**src/core/ecu_cfg.svh**
```systemverilog
`ifndef ECU_CFG_SVH
`define ECU_CFG_SVH

// register byte addresses
`define ECU_OFS_CTRL 6'h00
`define ECU_OFS_RES_LOW 6'h04
`define ECU_OFS_RES_HIGH 6'h08
`define ECU_OFS_FLAG 6'h0c
`define ECU_OFS_ENABLE 6'h10
`define ECU_OFS_DIR 6'h14
`define ECU_OFS_PORT 6'h18
`define ECU_OFS_TIMER 6'h1c
`define ECU_OFS_TIMER_CTRL 6'h20

// capture mode field codes
`define ECU_MODE_OFF 4'h0
`define ECU_MODE_FALL 4'h4
`define ECU_MODE_RISE 4'h5
`define ECU_MODE_RISE4 4'h6
`define ECU_MODE_RISE16 4'h7

// field positions
`define ECU_FLAG_WRAP 0
`define ECU_FLAG_CAPTURE 2
`define ECU_PIN_BIT 2
`define ECU_TIMER_RUN_BIT 0

// reset values
`define ECU_CTRL_RESET 4'h0
`define ECU_FLAG_RESET 3'h0
`define ECU_ENABLE_RESET 3'h0
`define ECU_DIR_RESET 1'b1
`define ECU_LATCH_RESET 1'b0
`define ECU_TIMER_RESET 16'h0000
`define ECU_RUN_RESET 1'b0
`define ECU_PRESC_RESET 4'h0

// prescaler terminal masks
`define ECU_PRESC_MASK4 4'h3
`define ECU_PRESC_MASK16 4'hf

`endif

```
**src/core/ecu_pkg.sv**
```systemverilog
package ecu_pkg;

	typedef enum logic [2:0] {
		ecu_kind_off,
		ecu_kind_fall,
		ecu_kind_rise,
		ecu_kind_rise4,
		ecu_kind_rise16,
		ecu_kind_other
	} ecu_kind_t;

endpackage

```
**src/core/ecu_pin.sv**
```systemverilog
`timescale 1ns/10ps
`include "ecu_cfg.svh"
module ecu_pin (
	input wire logic mclk,
	input wire logic rst_n,
	input wire logic dir_input,
	input wire logic latch_we,
	input wire logic latch_d,
	input wire logic pin_in,
	output logic pin_out,
	output logic pin_oe_n,
	output logic level,
	output logic rise,
	output logic fall
);

	logic prev;

	always_ff @(posedge mclk or negedge rst_n) begin
		if (!rst_n) begin
			pin_out <= `ECU_LATCH_RESET;
		end else if (latch_we) begin
			pin_out <= latch_d;
		end
	end

	always_ff @(posedge mclk or negedge rst_n) begin
		if (!rst_n) begin
			pin_oe_n <= 1'b1;
		end else begin
			pin_oe_n <= dir_input;
		end
	end

	// a driven pin sees its own latch, so port writes make edges
	assign level = pin_oe_n ? pin_in : pin_out;

	always_ff @(posedge mclk or negedge rst_n) begin
		if (!rst_n) begin
			prev <= 1'b0;
		end else begin
			prev <= level;
		end
	end

	assign rise = level && !prev;
	assign fall = !level && prev;

endmodule

```
**src/core/ecu_timer.sv**
```systemverilog
`timescale 1ns/10ps
`include "ecu_cfg.svh"
module ecu_timer (
	input wire logic mclk,
	input wire logic rst_n,
	input wire logic run,
	input wire logic load,
	input wire logic [15:0] load_value,
	output logic [15:0] count,
	output logic wrap
);

	// companion count, one step per clock while run is set, loaded by a timer write
	always_ff @(posedge mclk or negedge rst_n) begin
		if (!rst_n) begin
			count <= `ECU_TIMER_RESET;
		end else if (load) begin
			count <= load_value;
		end else if (run) begin
			count <= 16'(count + 16'h0001);
		end
	end

	always_ff @(posedge mclk or negedge rst_n) begin
		if (!rst_n) begin
			wrap <= 1'b0;
		end else begin
			wrap <= run && !load && (count == 16'hffff);
		end
	end

endmodule

```
**src/core/ecu_top.sv**
```systemverilog
`timescale 1ns/10ps
`include "ecu_cfg.svh"
// Function
// - a qualifying pin event copies the full 16-bit timer into result high and low
// - mode field selects falling, rising, every fourth or every sixteenth rising edge
// - each capture sets the capture flag, bit 2; it stays until software clears it
// - a later capture overwrites an unread result with the new timer value
// - with the pin driven as output, a port write that changes it can capture
// - changing the capture mode may set the flag without a real pin event
// - the prescaler has exactly four settings, chosen by the same mode field
// - prescaler counter is held clear while off or in any non-capture mode
// - every reset clears the prescaler counter
// - a direct switch between prescaler settings may raise the capture flag
// - a direct switch between settings keeps the prescaler count as it was
module ecu_top (
	input wire logic mclk,
	input wire logic rst_n,
	input wire logic [5:0] avs_address,
	input wire logic avs_read,
	input wire logic avs_write,
	input wire logic [31:0] avs_writedata,
	input wire logic [3:0] avs_byteenable,
	output logic [31:0] avs_readdata,
	output logic avs_waitrequest,
	input wire logic capture_pin_in,
	output wire logic capture_pin_out,
	output wire logic capture_pin_oe_n,
	output logic irq
);

	logic [3:0] capture_mode_field;
	logic [2:0] peripheral_flag_register;
	logic [2:0] peripheral_enable_register;
	logic port_c_direction;
	logic timer_run;
	logic [15:0] capture_result;
	logic [3:0] presc_cnt;
	logic [2:0] flag_seen;
	logic [15:0] timer_count;
	logic timer_wrap;
	logic pin_level;
	logic pin_rise;
	logic pin_fall;
	ecu_pkg::ecu_kind_t kind;
	ecu_pkg::ecu_kind_t new_kind;
	logic is_capture;
	logic new_is_capture;
	logic capture_hit;
	logic mode_glitch;
	logic acc;
	logic acc_wr;
	logic acc_rd;
	logic wr_ctrl;
	logic wr_enable;
	logic wr_dir;
	logic wr_port;
	logic wr_timer;
	logic wr_timer_ctrl;
	logic rd_flag;
	logic [15:0] timer_load;
	logic [2:0] flag_set;
	logic [2:0] flag_clr;
	logic [2:0] next_flag;
	logic [31:0] rd_mux;

	// fixed code per setting, all else is non-capture
	function automatic ecu_pkg::ecu_kind_t decode_mode(input logic [3:0] code);
		ecu_pkg::ecu_kind_t k;
		k = ecu_pkg::ecu_kind_other;
		case (code)
			`ECU_MODE_OFF: k = ecu_pkg::ecu_kind_off;
			`ECU_MODE_FALL: k = ecu_pkg::ecu_kind_fall;
			`ECU_MODE_RISE: k = ecu_pkg::ecu_kind_rise;
			`ECU_MODE_RISE4: k = ecu_pkg::ecu_kind_rise4;
			`ECU_MODE_RISE16: k = ecu_pkg::ecu_kind_rise16;
			default: k = ecu_pkg::ecu_kind_other;
		endcase
		return k;
	endfunction

	function automatic logic capture_kind(input ecu_pkg::ecu_kind_t k);
		capture_kind = (k == ecu_pkg::ecu_kind_fall) || (k == ecu_pkg::ecu_kind_rise) ||
			(k == ecu_pkg::ecu_kind_rise4) || (k == ecu_pkg::ecu_kind_rise16);
	endfunction

	// byte-lane merge for the 16-bit wide timer register
	function automatic logic [15:0] merge16(input logic [15:0] old_v, input logic [31:0] wd,
		input logic [3:0] be);
		logic [15:0] m;
		m = old_v;
		if (be[0]) begin
			m[7:0] = wd[7:0];
		end
		if (be[1]) begin
			m[15:8] = wd[15:8];
		end
		return m;
	endfunction

	ecu_timer u_timer (
		.mclk(mclk),
		.rst_n(rst_n),
		.run(timer_run),
		.load(wr_timer),
		.load_value(timer_load),
		.count(timer_count),
		.wrap(timer_wrap)
	);

	ecu_pin u_pin (
		.mclk(mclk),
		.rst_n(rst_n),
		.dir_input(port_c_direction),
		.latch_we(wr_port),
		.latch_d(avs_writedata[`ECU_PIN_BIT]),
		.pin_in(capture_pin_in),
		.pin_out(capture_pin_out),
		.pin_oe_n(capture_pin_oe_n),
		.level(pin_level),
		.rise(pin_rise),
		.fall(pin_fall)
	);

	// bus: one wait cycle, then the request is taken
	assign acc = (avs_read || avs_write) && !avs_waitrequest;
	assign acc_wr = acc && avs_write;
	assign acc_rd = acc && avs_read;
	assign wr_ctrl = acc_wr && (avs_address == `ECU_OFS_CTRL) && avs_byteenable[0];
	assign wr_enable = acc_wr && (avs_address == `ECU_OFS_ENABLE) && avs_byteenable[0];
	assign wr_dir = acc_wr && (avs_address == `ECU_OFS_DIR) && avs_byteenable[0];
	assign wr_port = acc_wr && (avs_address == `ECU_OFS_PORT) && avs_byteenable[0];
	assign wr_timer = acc_wr && (avs_address == `ECU_OFS_TIMER) && (|avs_byteenable[1:0]);
	assign wr_timer_ctrl = acc_wr && (avs_address == `ECU_OFS_TIMER_CTRL) &&
		avs_byteenable[0];
	assign rd_flag = acc_rd && (avs_address == `ECU_OFS_FLAG);
	assign timer_load = merge16(timer_count, avs_writedata, avs_byteenable);

	always_ff @(posedge mclk or negedge rst_n) begin
		if (!rst_n) begin
			avs_waitrequest <= 1'b1;
		end else if ((avs_read || avs_write) && avs_waitrequest) begin
			avs_waitrequest <= 1'b0;
		end else begin
			avs_waitrequest <= 1'b1;
		end
	end

	always_comb begin
		rd_mux = 32'h00000000;
		if (avs_address == `ECU_OFS_CTRL) begin
			rd_mux[3:0] = capture_mode_field;
		end else if (avs_address == `ECU_OFS_RES_LOW) begin
			rd_mux[7:0] = capture_result[7:0];
		end else if (avs_address == `ECU_OFS_RES_HIGH) begin
			rd_mux[7:0] = capture_result[15:8];
		end else if (avs_address == `ECU_OFS_FLAG) begin
			rd_mux[2:0] = peripheral_flag_register;
		end else if (avs_address == `ECU_OFS_ENABLE) begin
			rd_mux[2:0] = peripheral_enable_register;
		end else if (avs_address == `ECU_OFS_DIR) begin
			rd_mux[`ECU_PIN_BIT] = port_c_direction;
		end else if (avs_address == `ECU_OFS_PORT) begin
			rd_mux[`ECU_PIN_BIT] = pin_level;
		end else if (avs_address == `ECU_OFS_TIMER) begin
			rd_mux[15:0] = timer_count;
		end else if (avs_address == `ECU_OFS_TIMER_CTRL) begin
			rd_mux[`ECU_TIMER_RUN_BIT] = timer_run;
		end else begin
			rd_mux = 32'h00000000;
		end
	end

	// data is loaded as waitrequest drops, so it stands at the taking edge
	always_ff @(posedge mclk or negedge rst_n) begin
		if (!rst_n) begin
			avs_readdata <= 32'h00000000;
		end else if (avs_read && avs_waitrequest) begin
			avs_readdata <= rd_mux;
		end
	end

	// only the flag bits returned to software are cleared by the read
	always_ff @(posedge mclk or negedge rst_n) begin
		if (!rst_n) begin
			flag_seen <= `ECU_FLAG_RESET;
		end else if (avs_read && avs_waitrequest) begin
			flag_seen <= (avs_address == `ECU_OFS_FLAG) ? peripheral_flag_register : 3'h0;
		end
	end

	// software-visible configuration
	always_ff @(posedge mclk or negedge rst_n) begin
		if (!rst_n) begin
			capture_mode_field <= `ECU_CTRL_RESET;
		end else if (wr_ctrl) begin
			capture_mode_field <= avs_writedata[3:0];
		end
	end

	always_ff @(posedge mclk or negedge rst_n) begin
		if (!rst_n) begin
			peripheral_enable_register <= `ECU_ENABLE_RESET;
		end else if (wr_enable) begin
			peripheral_enable_register <= avs_writedata[2:0];
		end
	end

	always_ff @(posedge mclk or negedge rst_n) begin
		if (!rst_n) begin
			port_c_direction <= `ECU_DIR_RESET;
		end else if (wr_dir) begin
			port_c_direction <= avs_writedata[`ECU_PIN_BIT];
		end
	end

	always_ff @(posedge mclk or negedge rst_n) begin
		if (!rst_n) begin
			timer_run <= `ECU_RUN_RESET;
		end else if (wr_timer_ctrl) begin
			timer_run <= avs_writedata[`ECU_TIMER_RUN_BIT];
		end
	end

	// event selection
	assign kind = decode_mode(capture_mode_field);
	assign new_kind = decode_mode(avs_writedata[3:0]);
	assign is_capture = capture_kind(kind);
	assign new_is_capture = capture_kind(new_kind);

	always_comb begin
		capture_hit = 1'b0;
		case (kind)
			ecu_pkg::ecu_kind_fall: capture_hit = pin_fall;
			ecu_pkg::ecu_kind_rise: capture_hit = pin_rise;
			ecu_pkg::ecu_kind_rise4: begin
				capture_hit = pin_rise &&
					((presc_cnt & `ECU_PRESC_MASK4) == `ECU_PRESC_MASK4);
			end
			ecu_pkg::ecu_kind_rise16: begin
				capture_hit = pin_rise && (presc_cnt == `ECU_PRESC_MASK16);
			end
			default: capture_hit = 1'b0;
		endcase
	end

	// prescaler: cleared by reset and outside capture, kept across a switch
	always_ff @(posedge mclk or negedge rst_n) begin
		if (!rst_n) begin
			presc_cnt <= `ECU_PRESC_RESET;
		end else if (!is_capture) begin
			presc_cnt <= `ECU_PRESC_RESET;
		end else if (pin_rise && ((kind == ecu_pkg::ecu_kind_rise4) ||
			(kind == ecu_pkg::ecu_kind_rise16))) begin
			presc_cnt <= 4'(presc_cnt + 4'h1);
		end
	end

	// direct switch between two capture settings raises a false flag
	assign mode_glitch = wr_ctrl && is_capture && new_is_capture &&
		(avs_writedata[3:0] != capture_mode_field);

	// result pair holds the latest capture, older one is lost
	always_ff @(posedge mclk or negedge rst_n) begin
		if (!rst_n) begin
			capture_result <= `ECU_TIMER_RESET;
		end else if (capture_hit) begin
			capture_result <= timer_count;
		end
	end

	// sticky flags, read clears, a new event wins over the clear
	always_comb begin
		flag_set = 3'h0;
		flag_set[`ECU_FLAG_CAPTURE] = capture_hit || mode_glitch;
		flag_set[`ECU_FLAG_WRAP] = timer_wrap;
		flag_clr = rd_flag ? flag_seen : 3'h0;
		next_flag = (peripheral_flag_register & ~flag_clr) | flag_set;
	end

	always_ff @(posedge mclk or negedge rst_n) begin
		if (!rst_n) begin
			peripheral_flag_register <= `ECU_FLAG_RESET;
		end else begin
			peripheral_flag_register <= next_flag;
		end
	end

	always_ff @(posedge mclk or negedge rst_n) begin
		if (!rst_n) begin
			irq <= 1'b0;
		end else begin
			irq <= |(next_flag & peripheral_enable_register);
		end
	end

endmodule

```
**config.mk**
```make
export PLATFORM = sky130hd
export DESIGN_NAME = ecu_top
export DESIGN_NICKNAME = d
export VERILOG_FILES = /design/src/core/ecu_pkg.sv /design/src/core/ecu_pin.sv /design/src/core/ecu_timer.sv /design/src/core/ecu_top.sv
export VERILOG_INCLUDE_DIRS = /design/src /design/src/core
export SDC_FILE = /design/constraint.sdc
export NUM_CORES = 1
export LEC_CHECK = 0
export BUFFER_PORTS_ARGS = -buffer_cell sky130_fd_sc_hd__buf_4
export CAP_MARGIN = 20
export CORE_MARGIN = 5
export CORE_UTILIZATION = 61
export CTS_BUF_LIST = sky130_fd_sc_hd__clkbuf_8
export CTS_CLUSTER_DIAMETER = 50
export DETAILED_ROUTE_END_ITERATION = 6
export GPL_TIMING_DRIVEN = 0
export PLACE_DENSITY = 0.94
export SYNTH_ARGS = -nofsm -noshare
export SYNTH_HDL_FRONTEND = slang
export SYNTH_SLANG_ARGS = --single-unit
```
**constraint.sdc**
```tcl
create_clock -name mclk -period 4.9 [get_ports mclk]
set_input_delay 0.245 -clock mclk [delete_from_list [all_inputs] [get_ports mclk]]
set_output_delay 0.245 -clock mclk [all_outputs]
set_load 0.005 [all_outputs]
```
==> metrics <==
power density cells 301 mW/mm2; WP data required approximately 5.1 ns; Starting Density 0.634; setup TNS 0 ns; clk_lat worst skew 0.36 ns; CTS Buf Count 9; Post-CTS Resized 0; post-route cell area 0.00449 mm2; Syn-to-layout area delta 18.3%; worst path cell trace clkbuf_1, mux2i_1, nor3_1, o21ai_0, clkbuf_1, o211ai_1, a221o_1; Root Driver clkbuf_8; Hold Fails Final Rpt 0; critical path endpoint irq; Reg area between 0.0015 and 0.002 mm2; DRT Pass-1 Iters 5; CTS Sinks 73; Slew @ Worst Pin 0.903 ns; H-Tree Depth 3; reg2reg end irq; critical path capture point type register; reg-to-reg critical path startpoint capture_mode_field[1]; row cnt 28; Slew Limit Fails 0; reg2reg setup slack about 2.4 ns; first-pass GRT wire length 15600 um; vias per cell 6.20; Antenna Nets Post-Route 0; count of state elements after synthesis 73; area occupied by multi-input gates 0.00178 mm2; area of the core 0.00599 mm2; XOR/XNOR Fraction of Synth Area 0.0115; fraction of registers with async set/reset 1.00; Period minus WS final roughly 2.5 ns; vias 3303; dpl cell area about 0.0043 mm2; most frequent cells in the layout dfrtp_1, nand2_1, buf_4, o21ai_0, a21oi_1; IO buf count 46; Post-Synth Simple-Gate Area 0.173; WL per Instance between 15 and 20 um; Filler cells between 400 and 500; final WL 9530 um; commonest non-fill, non-tap cell in the layout dfrtp_1; Mean Syn Cell Area ~10 um2; VDD IR-drop max ~0.00026 V; initial DRC count 410; sequential share of the synthesized area 0.482; Final Wtd Congestion about 0.95; WS Path Type register to register; hpwl dp 6770 um; post-synth cell types 62; total track usage 0.261; period utilization 0.506; Worst Setup SP capture_mode_field[1]; ys flop type dfrtp_1; Synthesis Warnings 0; mux cell area share after synthesis 0.0903; Synth Area in Compound Gates 0.172; number of synthesized flops with an enable pin 0; CP delay by family, top compound AO/OA/AOI/OAI gates; clock transition at the registers of the reported paths ~0.080 ns; Setup Buffers After CTS 0; # setup viols final 0; Nets between 500 and 600; most used cell, CP clkbuf_1; Antenna Cells 0; Clock Skews between 0.01 and 0.015 ns; CTS tree built; Residual DRC 0; chip width ~89 um; Ports 83; slowest stage delay, CP ~0.52 ns; GRT Residual Overflow 0; worst hold path type primary input to asynchronous set/reset pin; Post-CTS Hold Fix Bufs 0; Cells after Synth roughly 380; relative slew slack 0.398; Synth Area in Adders 0.00659; WP buf/inv 2; cell area after synthesis between 0.003 and 0.004 mm2; initial antenna violation count 0; LEAKAGE 0.00210 uW; die area 0.00790 mm2; Bufs on Longest Clock Path 2; status finished clean; startpoint types register; Max Cap Viol 0; Levels on crit path 7; Critical Path Fanout Max 10; largest net degree at the start of global routing 74; slowest CP cell clkbuf_1; chip height roughly 89 um; FF-to-FF path depth 7; vias in the first global route between 3k and 4k; Crit path arrival time roughly 2.7 ns; main combinational cell family by area after synthesis simple AND/OR/NAND/NOR gates; RSZ-0062 raised after global routing false; Highest Clock Rate 403 MHz; Yosys top cell area share 0.461; largest cells by area after synthesis dfrtp_1, mux2_2, nand2_1; Synth area leader dfrtp_1; share of layout cells above drive strength 1 0.269
-- sequential cells by signal (all words and copies together), names as in the netlist, 3 cells and up --
register,cells
presc_cnt,4
peripheral_enable_register,3
peripheral_flag_register,3
avs_readdata,16
flag_seen,3
capture_result,16
capture_mode_field,4
u_timer.count,16
-- through the flow --
| stage | setup slack [ns] | total power, uW | util | hold WS (ns) | std cells |
|---|---|---|---|---|---|
| final | 2.42 | 1350 | 0.750 | 0.00509 | 533 |
| after global routing | 2.30 | 1400 | 0.750 | 0.0677 | 533 |
| after CTS | 2.44 | 1350 | 0.750 | 0.0405 | 533 |
| after detailed placement | 2.49 | 871 | 0.716 | 0.370 | 517 |
| after global placement | 2.54 | 860 | 0.716 | 0.365 | 517 |
| after floorplan | 2.95 | 790 | - | -0.0506 | 396 |
-- synth_stat cells, types with 5 or more instances --
| master | n |
|---|---|
| dfrtp_1 | 70 |
| nand2_1 | 66 |
| o21ai_0 | 31 |
| a21oi_1 | 28 |
| mux2_2 | 24 |
| buf_4 | 16 |
| nor2_1 | 16 |
| clkbuf_1 | 11 |
| inv_1 | 7 |
| buf_2 | 6 |
| nand3_1 | 6 |
| nand4_1 | 6 |
| mux2i_1 | 5 |
-- worst register-to-register path, cell delays in order (launching register included) --
cell      delay [ns]
dfrtp_1         0.33
clkbuf_1        0.32
mux2i_1         0.24
nor3_1          0.05
o21ai_0         0.34
clkbuf_1        0.53
o211ai_1        0.22
a221o_1         0.35
-- layer usage --
layer  vias to the layer above  GRT usage  routed length [um]
met5                         -          0                   0
met4                         0     0.0865                 163
met3                        20     0.0577                 998
met2                       226      0.404                4540
met1                      1559      0.368                3830
li1                       1498          -                   -
-- how the worst min path moves through the flow --
stage	from	to	slack, ns
4_1_cts	rst_n	presc_cnt[1]	0.04
2_1_floorplan	rst_n	avs_readdata[0]	-0.05
3_5_place_dp	port_c_direction	u_pin.pin_oe_n	0.37
5_1_grt	avs_write	avs_waitrequest	0.07
6_report	rst_n	presc_cnt[1]	0.005
3_3_place_gp	port_c_direction	u_pin.pin_oe_n	0.36
-- logic make-up after synthesis --
logic type	count (synthesis)
simple gates	127
flops	73
other cells	1
mux	30
buf+inv	42
xor+xnor	5
compound gates	101
fa+ha+maj	2
-- final cells by class --
type | instances | area share
multi-input combinational | 281 | 0.397
buffer | 35 | 0.0476
clock inverter | 7 | 0.0170
inverter | 7 | 0.00585
tap | 75 | 0.0209
clock buffer | 9 | 0.0276
timing repair buffer | 46 | 0.0769
sequential | 73 | 0.408
-- power by group --
part	switching, uW	internal, uW	leakage [uW]	total (uW)
clock	244	239	0.0000966	484
sequential	50.1	637	0.000979	687
combinational	99.4	81.5	0.00103	181
total	394	958	0.00210	1350
(Power assumes the default switching activity.)
